`src/rtl/tmc_regs.vh`:
```
// register offsets, field positions and reset values of the timer control block
`ifndef TMC_REGS_VH
`define TMC_REGS_VH
// ****************************************************************
// register offsets
// ****************************************************************
`define TMC_ADDR_TSC 3'h0
`define TMC_ADDR_CNT_HI 3'h1
`define TMC_ADDR_CNT_LO 3'h2
`define TMC_ADDR_MOD_HI 3'h3
`define TMC_ADDR_MOD_LO 3'h4
`define TMC_ADDR_CH0 3'h5
`define TMC_ADDR_CH1 3'h6
// ****************************************************************
// field positions
// ****************************************************************
`define TMC_TSC_OVF 7
`define TMC_TSC_OVIE 6
`define TMC_TSC_HALT 5
`define TMC_TSC_CRST 4
`define TMC_CH_FLAG 7
`define TMC_CH_IE 6
`define TMC_CH_MSB 5
`define TMC_CH_MSA 4
`define TMC_CH_ELSB 3
`define TMC_CH_ELSA 2
// ****************************************************************
// edge/level codes and reset values
// ****************************************************************
`define TMC_ELS_OFF 2'h0
`define TMC_ELS_RISE 2'h1
`define TMC_ELS_FALL 2'h2
`define TMC_ELS_BOTH 2'h3
`define TMC_MOD_RST 16'hFFFF
`define TMC_CNT_RST 16'h0000
`define TMC_CH_VAL_RST 16'hFFFF
`endif

```
`src/rtl/tmc_timer.v`:
```
// timer overflow control and two capture/compare channels with register port
//
// Implementation choices: strobed register access and the register offsets.
`include "tmc_regs.vh"

module tmc_timer
#(
    parameter PRESCALE = 1,
    parameter NCH = 2
)
(
    // clock and reset
    input wire clk_i,
    input wire nrst_i,
    // register port
    input wire [2:0] addr_i,
    input wire [7:0] wdata_i,
    input wire wr_i,
    input wire rd_i,
    output reg [7:0] rdata_o,
    // modulo and channel value registers, loaded elsewhere
    input wire [15:0] mod_i,
    input wire [16*NCH-1:0] ch_val_i,
    // channel pins
    input wire [NCH-1:0] channel_pin_i,
    output wire [NCH-1:0] channel_pin_o,
    output wire [NCH-1:0] channel_pin_oe_o,
    // status
    output wire [15:0] count_o,
    output wire overflow_irq_o,
    output wire [NCH-1:0] channel_irq_o
);

// ****************************************************************
// timer status and counter
// ****************************************************************
reg overflow_flag_reg;
reg overflow_irq_enable_reg;
reg counter_halt_reg;
reg ovf_armed_reg;
reg [15:0] count_reg;
reg [15:0] pre_reg;
wire tick;
wire at_mod;
wire ovf_evt;
wire tsc_wr;
wire tsc_rd;
wire crst;

assign tsc_wr = wr_i && (addr_i == `TMC_ADDR_TSC);
assign tsc_rd = rd_i && (addr_i == `TMC_ADDR_TSC);
assign crst = tsc_wr && wdata_i[`TMC_TSC_CRST];
assign tick = !counter_halt_reg && (pre_reg == PRESCALE - 1);
assign at_mod = (count_reg == mod_i);
assign ovf_evt = tick && at_mod;
assign count_o = count_reg;

always @(posedge clk_i)
begin
    if (!nrst_i)
    begin
        pre_reg <= 16'h0000;
        count_reg <= `TMC_CNT_RST;
    end
    else if (crst)
    begin
        // counter reset wins over halt, so both together park at zero
        pre_reg <= 16'h0000;
        count_reg <= `TMC_CNT_RST;
    end
    else if (!counter_halt_reg)
    begin
        if (pre_reg == PRESCALE - 1)
        begin
            pre_reg <= 16'h0000;
            count_reg <= at_mod ? `TMC_CNT_RST : count_reg + 16'h0001;
        end
        else
        begin
            pre_reg <= pre_reg + 16'h0001;
        end
    end
end

always @(posedge clk_i)
begin
    if (!nrst_i)
    begin
        overflow_flag_reg <= 1'b0;
        overflow_irq_enable_reg <= 1'b0;
        counter_halt_reg <= 1'b1;
        ovf_armed_reg <= 1'b0;
    end
    else
    begin
        if (tsc_wr)
        begin
            overflow_irq_enable_reg <= wdata_i[`TMC_TSC_OVIE];
            counter_halt_reg <= wdata_i[`TMC_TSC_HALT];
        end
        // set beats clear; an event also disarms the pending clear
        if (ovf_evt)
        begin
            overflow_flag_reg <= 1'b1;
            ovf_armed_reg <= 1'b0;
        end
        else if (tsc_wr && !wdata_i[`TMC_TSC_OVF] && ovf_armed_reg)
        begin
            overflow_flag_reg <= 1'b0;
            ovf_armed_reg <= 1'b0;
        end
        else if (tsc_rd && overflow_flag_reg)
        begin
            ovf_armed_reg <= 1'b1;
        end
    end
end

assign overflow_irq_o = overflow_flag_reg && overflow_irq_enable_reg;

// ****************************************************************
// pin input synchronisers
// ****************************************************************
reg [NCH-1:0] pin_s1_reg;
reg [NCH-1:0] pin_s2_reg;
reg [NCH-1:0] pin_s3_reg;
reg [NCH-1:0] pin_lvl_reg;

always @(posedge clk_i)
begin
    if (!nrst_i)
    begin
        pin_s1_reg <= {NCH{1'b0}};
        pin_s2_reg <= {NCH{1'b0}};
        pin_s3_reg <= {NCH{1'b0}};
        pin_lvl_reg <= {NCH{1'b0}};
    end
    else
    begin
        pin_s1_reg <= channel_pin_i;
        pin_s2_reg <= pin_s1_reg;
        pin_s3_reg <= pin_s2_reg;
        // accept a new level only once stages two and three agree
        pin_lvl_reg <= (pin_s2_reg & pin_s3_reg) | (pin_lvl_reg & (pin_s2_reg | pin_s3_reg));
    end
end

// ****************************************************************
// channels
// ****************************************************************
reg [NCH-1:0] ch_flag_reg;
reg [NCH-1:0] ch_ie_reg;
reg [NCH-1:0] ch_msa_reg;
reg [NCH-1:0] ch_armed_reg;
reg [1:0] ch_els_reg [0:NCH-1];
reg [NCH-1:0] ch_out_reg;
reg [NCH-1:0] lvl_d_reg;
reg ch0_buffered_reg;
wire [NCH-1:0] ch_active;

always @(posedge clk_i)
begin
    if (!nrst_i)
    begin
        ch0_buffered_reg <= 1'b0;
        lvl_d_reg <= {NCH{1'b0}};
    end
    else
    begin
        lvl_d_reg <= pin_lvl_reg;
        if (wr_i && (addr_i == `TMC_ADDR_CH0))
        begin
            ch0_buffered_reg <= wdata_i[`TMC_CH_MSB];
        end
    end
end

genvar g;
generate
for (g = 0; g < NCH; g = g + 1)
begin : g_ch
    wire sel_wr;
    wire sel_rd;
    wire rise;
    wire fall;
    wire cap_hit;
    wire cmp_hit;
    wire evt;
    wire is_cmp;
    assign sel_wr = wr_i && (addr_i == `TMC_ADDR_CH0 + g);
    assign sel_rd = rd_i && (addr_i == `TMC_ADDR_CH0 + g);
    // channel one is ignored while channel zero runs buffered
    assign ch_active[g] = !(g == 1 && ch0_buffered_reg)
        && (ch_els_reg[g] != `TMC_ELS_OFF);
    assign is_cmp = ch_msa_reg[g] || (g == 0 && ch0_buffered_reg);
    assign rise = pin_lvl_reg[g] && !lvl_d_reg[g];
    assign fall = !pin_lvl_reg[g] && lvl_d_reg[g];
    assign cap_hit = ((ch_els_reg[g] == `TMC_ELS_RISE) && rise)
        || ((ch_els_reg[g] == `TMC_ELS_FALL) && fall)
        || ((ch_els_reg[g] == `TMC_ELS_BOTH) && (rise || fall));
    assign cmp_hit = tick && (count_reg == ch_val_i[16*g +: 16]);
    // captures need a running counter
    assign evt = ch_active[g] && (is_cmp ? cmp_hit : (cap_hit && !counter_halt_reg));
    assign channel_irq_o[g] = ch_flag_reg[g] && ch_ie_reg[g];
    assign channel_pin_oe_o[g] = ch_active[g] && is_cmp;
    assign channel_pin_o[g] = ch_out_reg[g];

    always @(posedge clk_i)
    begin
        if (!nrst_i)
        begin
            ch_flag_reg[g] <= 1'b0;
            ch_ie_reg[g] <= 1'b0;
            ch_msa_reg[g] <= 1'b0;
            ch_armed_reg[g] <= 1'b0;
            ch_els_reg[g] <= `TMC_ELS_OFF;
            ch_out_reg[g] <= 1'b1;
        end
        else
        begin
            if (sel_wr)
            begin
                ch_ie_reg[g] <= wdata_i[`TMC_CH_IE];
                ch_msa_reg[g] <= wdata_i[`TMC_CH_MSA];
                ch_els_reg[g] <= wdata_i[`TMC_CH_ELSB:`TMC_CH_ELSA];
            end
            if (evt)
            begin
                ch_flag_reg[g] <= 1'b1;
                ch_armed_reg[g] <= 1'b0;
            end
            else if (sel_wr && !wdata_i[`TMC_CH_FLAG] && ch_armed_reg[g])
            begin
                ch_flag_reg[g] <= 1'b0;
                ch_armed_reg[g] <= 1'b0;
            end
            else if (sel_rd && ch_flag_reg[g])
            begin
                ch_armed_reg[g] <= 1'b1;
            end
            // pin level: preset while disconnected, action on a match
            if (ch_els_reg[g] == `TMC_ELS_OFF)
            begin
                ch_out_reg[g] <= !ch_msa_reg[g];
            end
            else if (ch_active[g] && is_cmp && cmp_hit)
            begin
                // the same edge code means a pin action once the channel compares
                case (ch_els_reg[g])
                    `TMC_ELS_RISE:
                    begin
                        ch_out_reg[g] <= !ch_out_reg[g];
                    end
                    `TMC_ELS_FALL:
                    begin
                        ch_out_reg[g] <= 1'b0;
                    end
                    `TMC_ELS_BOTH:
                    begin
                        ch_out_reg[g] <= 1'b1;
                    end
                    default:
                    begin
                        ch_out_reg[g] <= ch_out_reg[g];
                    end
                endcase
            end
        end
    end
end
endgenerate

// ****************************************************************
// read data, one cycle after the strobe
// ****************************************************************
function [7:0] ch_byte;
    input flag;
    input ie;
    input msb;
    input msa;
    input [1:0] els;
    begin
        ch_byte = {flag, ie, msb, msa, els, 2'h0};
    end
endfunction

always @(posedge clk_i)
begin
    if (!nrst_i)
    begin
        rdata_o <= 8'h00;
    end
    else if (rd_i)
    begin
        case (addr_i)
            // counter reset bit always reads 0
            `TMC_ADDR_TSC:
            begin
                rdata_o <= {overflow_flag_reg, overflow_irq_enable_reg,
                    counter_halt_reg, 5'h00};
            end
            // count bytes are not latched as a pair; software reads hi then lo
            `TMC_ADDR_CNT_HI:
            begin
                rdata_o <= count_reg[15:8];
            end
            `TMC_ADDR_CNT_LO:
            begin
                rdata_o <= count_reg[7:0];
            end
            // modulo is a read-only mirror; its writable copy lives outside
            `TMC_ADDR_MOD_HI:
            begin
                rdata_o <= mod_i[15:8];
            end
            `TMC_ADDR_MOD_LO:
            begin
                rdata_o <= mod_i[7:0];
            end
            `TMC_ADDR_CH0:
            begin
                rdata_o <= ch_byte(ch_flag_reg[0], ch_ie_reg[0],
                    ch0_buffered_reg, ch_msa_reg[0], ch_els_reg[0]);
            end
            // buffered select exists only on channel zero, so reads 0 here
            `TMC_ADDR_CH1:
            begin
                rdata_o <= ch_byte(ch_flag_reg[NCH-1], ch_ie_reg[NCH-1],
                    1'b0, ch_msa_reg[NCH-1], ch_els_reg[NCH-1]);
            end
            default:
            begin
                rdata_o <= 8'h00;
            end
        endcase
    end
    else
    begin
        rdata_o <= 8'h00;
    end
end

endmodule // tmc_timer

```
`config.mk`:
```
export PLATFORM = sky130hd
export DESIGN_NAME = tmc_timer
export DESIGN_NICKNAME = d
export VERILOG_FILES = /design/src/rtl/tmc_timer.v
export VERILOG_INCLUDE_DIRS = /design/src /design/src/rtl
export SDC_FILE = /design/constraint.sdc
export NUM_CORES = 1
export LEC_CHECK = 0
export BUFFER_PORTS_ARGS = -buffer_cell sky130_fd_sc_hd__buf_2
export CAP_MARGIN = 10
export CORE_MARGIN = 5
export CORE_UTILIZATION = 55
export DETAILED_ROUTE_END_ITERATION = 12
export PLACE_DENSITY = 0.8
export SYNTH_ARGS = -nofsm -noshare
export SYNTH_HDL_FRONTEND = slang
export SYNTH_SLANG_ARGS = --single-unit
```
`constraint.sdc`:
```
create_clock -name clk_i -period 2.6 [get_ports clk_i]
set_input_delay 0.39 -clock clk_i [delete_from_list [all_inputs] [get_ports clk_i]]
set_output_delay 0.39 -clock clk_i [all_outputs]
set_load 0.02 [all_outputs]
```
---- After elaboration in Yosys (flattened, before gate mapping) ----
Memories as Yosys holds them, arrays and structs flattened.
Index checks and enable logic that the tools add are counted.
W data, S select, Z words.
word-level totals
  flip-flop bits (word level) ............. 65
  bits in latches ......................... 0
  bits in writable memories ............... 4
  ROM bits ................................ 0
  input port bits ......................... 65
  output and inout bits ................... 31
  memories ................................ 1
cells by class
  add/subtract/negate cells ............... 2
  multiply operators ...................... 0
  divide/modulo/power cells ............... 0
  order comparisons ....................... 0
  equal/unequal tests ..................... 15
  shift-type cells ........................ 0
  muxes and demuxes ....................... 26
  bitwise gates (word level) .............. 8
  reductions and logical operators ........ 81
memory list
  name        words  width  rd ports  clocked after memory_dff  wr ports  RTL line         RTL
  ch_els_reg  2      2      2         0                         2         tmc_timer.v:155  reg [1:0] ch_els_reg [0:NCH-1];
operator list
  kind                     count
  $pmux W8 S7              1
  $eq A16 B16 Y1           3
  $logic_and A1 B1 Y1      42
  $add A16 B1 Y16 const B  2
  $mux W16                 2
  $mux W1                  19
  $logic_not A16 Y1        1
  $reduce_bool A2 Y1       7
  $logic_not A1 Y1         11
  $eq A3 B3 Y1 const B     3
  $reduce_or A3 Y1         3
  $eq A2 B2 Y1 const B     4
  $reduce_and A2 Y1        4
  $reduce_bool A4 Y1       2
  $logic_or A1 B1 Y1       7
  $eq A3 B2 Y1 const B     2
  $pmux W1 S3              2
  $and A2 B2 Y2            2
  $eq A2 B1 Y1 const B     2
  $logic_not A2 Y1         2
  $mux W2                  2
  $or A2 B2 Y2             2
  $eq A3 B1 Y1 const B     1
  $logic_not A3 Y1         1
  other kinds (3)          5

---- Depth between registers and ports, before layout ----
  depth in word-level cells ............... 9
  mapped depth ............................ 8
  mapped depth without buffers ............ 7

---- Least setup slack after synthesis ----
OpenSTA, ideal clock, no wires.
  kind .................................... register to register
  from .................................... memory ch_els_reg[1][0]
  to ...................................... register ch_out_reg[1], in the netlist channel_pin_o[1]
  setup time .............................. 0.146 ns
  arrival ................................. 1.953 ns
  required time ........................... 2.454 ns
  setup slack ............................. 0.500 ns
  stages on the path, launching flop included .. 8
  path buffers ............................ 0
  clock period less this slack ............ 2.100 ns
  cell sequence ........................... edfxtp_1 -> inv_1 -> ha_1 -> nor3b_1 -> nand4_1 -> nor3_1 -> a41o_1 -> o221ai_1
RTL lines
  what                             RTL line         RTL
  from (decl)                      tmc_timer.v:155
  to (signal, indexed assignment)  tmc_timer.v:244  ch_out_reg[g] <= !ch_msa_reg[g];
  to (signal, indexed assignment)  tmc_timer.v:252  ch_out_reg[g] <= !ch_out_reg[g];
  to (signal, indexed assignment)  tmc_timer.v:264  ch_out_reg[g] <= ch_out_reg[g];
  to (decl)                        tmc_timer.v:156  reg [NCH-1:0] ch_out_reg;

---- Worst setup path after layout ----
  from .................................... register count_reg[0], in the netlist count_o[0]
  to ...................................... register count_reg[9], in the netlist count_o[9]
on the way
  word-level cells in the longest chain between the ends .. 2
  elaborated cells between the ends (all ways) .. 3
ends and longest elaborated chain
  what                                               RTL line                        RTL
  from (decl)                                        tmc_timer.v:41                  reg [15:0] count_reg;
  from (signal assigned)                             tmc_timer.v:63                  count_reg <= `TMC_CNT_RST;
  from (signal assigned)                             tmc_timer.v:69                  count_reg <= `TMC_CNT_RST;
  from (signal assigned)                             tmc_timer.v:76                  count_reg <= at_mod ? `TMC_CNT_RST : count_reg + 16'h0001;
  $add A16 B1 Y16 or $eq A16 B16 Y1 (tied branches)  tmc_timer.v:76, tmc_timer.v:54
  $mux W16 (*)                                       tmc_timer.v:76
Every way passes the cells marked *; elsewhere a longest branch is shown, timed or not.
A chain may end at the register's enable or synchronous reset.

==> run_results.csv <==
group,metric,value,unit
critical_path,timing.rr.start,"count_o[0]$_SDFFE_PP0P_",
place,placed_cell_area,0.00476,mm2
detailed_routing,wl_per_cell,17.3,um
cells_and_area,multi_input_area,0.00256,mm2
global_route,antenna_found_initial,0,
timing,min_period,2.18,ns
place,dp_slack,0.466,ns
timing,relSlewSlack,56.0,%
synth,yosysTopAreaCellShare,30.9,%
synth,async_flop_share,0,%
cells_and_area,fin_cells,660,
timing,final-hold-violation-count,0,
timing,drv_slew,0,
clock_tree,cts_resized,0,
cells_and_area,drive_above_1_share,27.8,%
synth,yosys.cell_types.count,59,
floorplan,io_pins,96,
synth,ys_top_cells_by_count,"65 x dfxtp_1, 50 x nor2_1, 48 x xnor2_1, 28 x nand2_1, 26 x xor2_1",
timing,fin_ws,0.420,ns
pwr,p_per_area,483,mW/mm2
critical_path,worstPathRequired,2.80,ns
floorplan,rows,31,
floorplan,die_h,97.4,um
global_route,first_global_vias,3749,
clock_tree,cts_setup_buffers,0,
clock_tree,cts_max_level,3,
synth,ys_ff_latch,69,
critical_path,end_kind,"register",
critical_path,path_class,"reg -> reg",
min_path,hold_path_class,"in -> reg",
pwr,peakVddDrop,0.325,mV
floorplan,initial_utilization,57.4,%
clock_tree,cts_tree,"done",
place,place_congestion,0.910,
timing,worstMarginPinSlew,0.659,ns
cells_and_area,final_util,68.2,%
synth,synth_flop_cell,"dfxtp_1",
place,numPlacedInstances,644,
place,place_hpwl,8.53,mm
pwr,p_leak,2.13,nW
synth,netlist_top_cells_area,"dfxtp_1 31%, xnor2_1 10%, xor2_1 5.4%, ha_1 4.5%, nor2_1 4.5%",
cells_and_area,syn_to_final_growth,18.9,%
critical_path,r2r_setup_slack,0.42,ns
clock_tree,cts_hold_buf,0,
timing,fin_crit_sh,83.8,%
min_path,min_path_cells,2,
detailed_routing,drt_wl_total,11.4,mm
synth,yosysMostFrequentCell,"dfxtp_1",
floorplan,dieWidth,97.4,um
synth,synth_warnings,0,
critical_path,cp.arrival,2.38,ns
synth,synth_area_leader_cell,"dfxtp_1",
synth,synth_area,0.00421,mm2
run_status,status,"complete, no violations",
detailed_routing,num_vias,3733,
clock_tree,clock_sinks,69,
critical_path,reg2regPathDepth,5,
timing,rsz0062_at_grt,"no",
detailed_routing,drtIter0Drc,255,
synth,ys_seq_area_share,33.8,%
min_path,worstHoldStart,"channel_pin_i[0]",
synth,syn_area_per_cell,8.95,um2
run,max_cap_viol_count,0,
detailed_routing,drcViolationCount,0,
synth,syn_nets,550,
timing,fin_skew,0.00943,ns
clock_tree,numCtsBuffers,9,
timing,finalSetupViolCount,0,
timing,fmaxAchievable,459,MHz
floorplan,die-area,0.00949,mm2
floorplan,coreArea,0.00733,mm2
critical_path,crit_fanout,15,
detailed_routing,drtPass1Iterations,4,
cells_and_area,register_area,0.00142,mm2
min_path,holdPathEnd,"pin_s1_reg[0]$_SDFF_PN0_",
global_route,overflow,0,
cells_and_area,num_antenna_cells,0,
cells_and_area,fin_nets,636,
synth,synth_cells,470,
global_route,grt_pass1_wl,18.4,mm
detailed_routing,via_per_inst,5.66,
global_route,grt_max_degree,32,
critical_path,reg2reg_to,"count_o[9]$_SDFFE_PP0P_",
cells_and_area,stdcell_area,0.00500,mm2
synth,synth_edf_count,4,
clock_tree,clkSlewWorstSetupHoldPaths,0.08,ns
detailed_routing,ant_nets,0,
timing,tns,0,ns
clock_tree,clockBufferDepth,2,
cells_and_area,final.fill_count,584,
critical_path,startpoint_type,"register",
clock_tree,cts_root_buffer,"clkbuf_8",
place,portBuffers,93,
clock_tree,clkLatencyLatePin,0.34,ns
global_route,gr-usage-all-layers,23.8,%
==> report_power, final <==
part,switching (mW),total (mW),internal [mW]
Clock,0.430,1.06,0.634
Combinational,0.138,0.248,0.110
Sequential,0.0168,1.10,1.08
==> worst max-delay path, stage by stage (launching register included) <==
cell	delay [ns]
dfxtp_1	0.60
xor2_1	0.14
nor4_1	0.31
nand4_1	0.25
o21ai_2	0.60
nor2_1	0.14
==> cells by family after synthesis <==
logic type      synth area share, %
mux                            5.50
fa+ha+maj                      4.46
compound gates                 9.49
simple gates                   26.0
flops                          33.8
buf+inv                        5.36
xor+xnor                       15.4
==> metal layers <==
metal  vias up  routed length (um)  GRT usage, %  share of wire [%]
li1       1790                   -             -                  -
met1      1741                4670          29.1                 41
met2       169                5510          39.4                 48
met3        33                 890          5.81                7.8
met4         0                 358          11.1                3.1
met5         -                   0             0                  0
==> cell usage in the layout, fill, tap and decap left out, types with 5 or more instances in the layout <==
| cell | instances |
|---|---|
| ha_1 | 15 |
| mux2_2 | 7 |
| and2_1 | 14 |
| a31oi_1 | 7 |
| nor4_1 | 9 |
| nand4_1 | 14 |
| nor4_4 | 6 |
| dfxtp_1 | 65 |
| nor2b_1 | 11 |
| a211oi_1 | 5 |
| nand2_1 | 28 |
| nor2_1 | 50 |
| buf_4 | 16 |
| mux2i_1 | 13 |
| xor2_1 | 26 |
| buf_2 | 93 |
| xnor2_1 | 48 |
| clkbuf_8 | 9 |
| o21ai_0 | 11 |
| nand3_1 | 20 |
| inv_1 | 19 |
| a21oi_1 | 8 |
==> through the flow <==
step / hold WS (ns) / power, mW
after floorplan: 0.412 / 1.27
after global placement: 0.413 / 1.36
after detailed placement: 0.419 / 1.37
after CTS: 0.238 / 2.41
after global routing: 0.237 / 2.48
final: 0.249 / 2.41
==> worst max path at each step <==
stage	start	to	slack, ns
after detailed placement	ch_els_reg[1][0]$_SDFFCE_PN0P_	channel_pin_o[1]$_SDFFE_PN1P_	0.47
after CTS	ch_els_reg[1][0]$_SDFFCE_PN0P_	channel_pin_oe_o[1]	0.44
after global placement	pre_reg[0]$_SDFFE_PP0N_	channel_pin_o[0]$_SDFFE_PN1P_	0.54
final	count_o[0]$_SDFFE_PP0P_	count_o[9]$_SDFFE_PP0P_	0.42
after floorplan	ch_els_reg[1][0]$_SDFFCE_PN0P_	channel_pin_o[1]$_SDFFE_PN1P_	0.50
after global routing	count_o[4]$_SDFFE_PP0P_	count_o[9]$_SDFFE_PP0P_	0.22
==> final cells by class <==
cell class                 instances  share of cell area (%)
clock buffer                       9                    2.48
clock inverter                     7                    2.28
inverter                          19                    1.43
multi-input combinational        348                    51.2
sequential                        69                    28.4
tap                               99                    2.48
timing repair buffer             109                    11.7
Note: power is estimated with default switching activity, not from simulation.
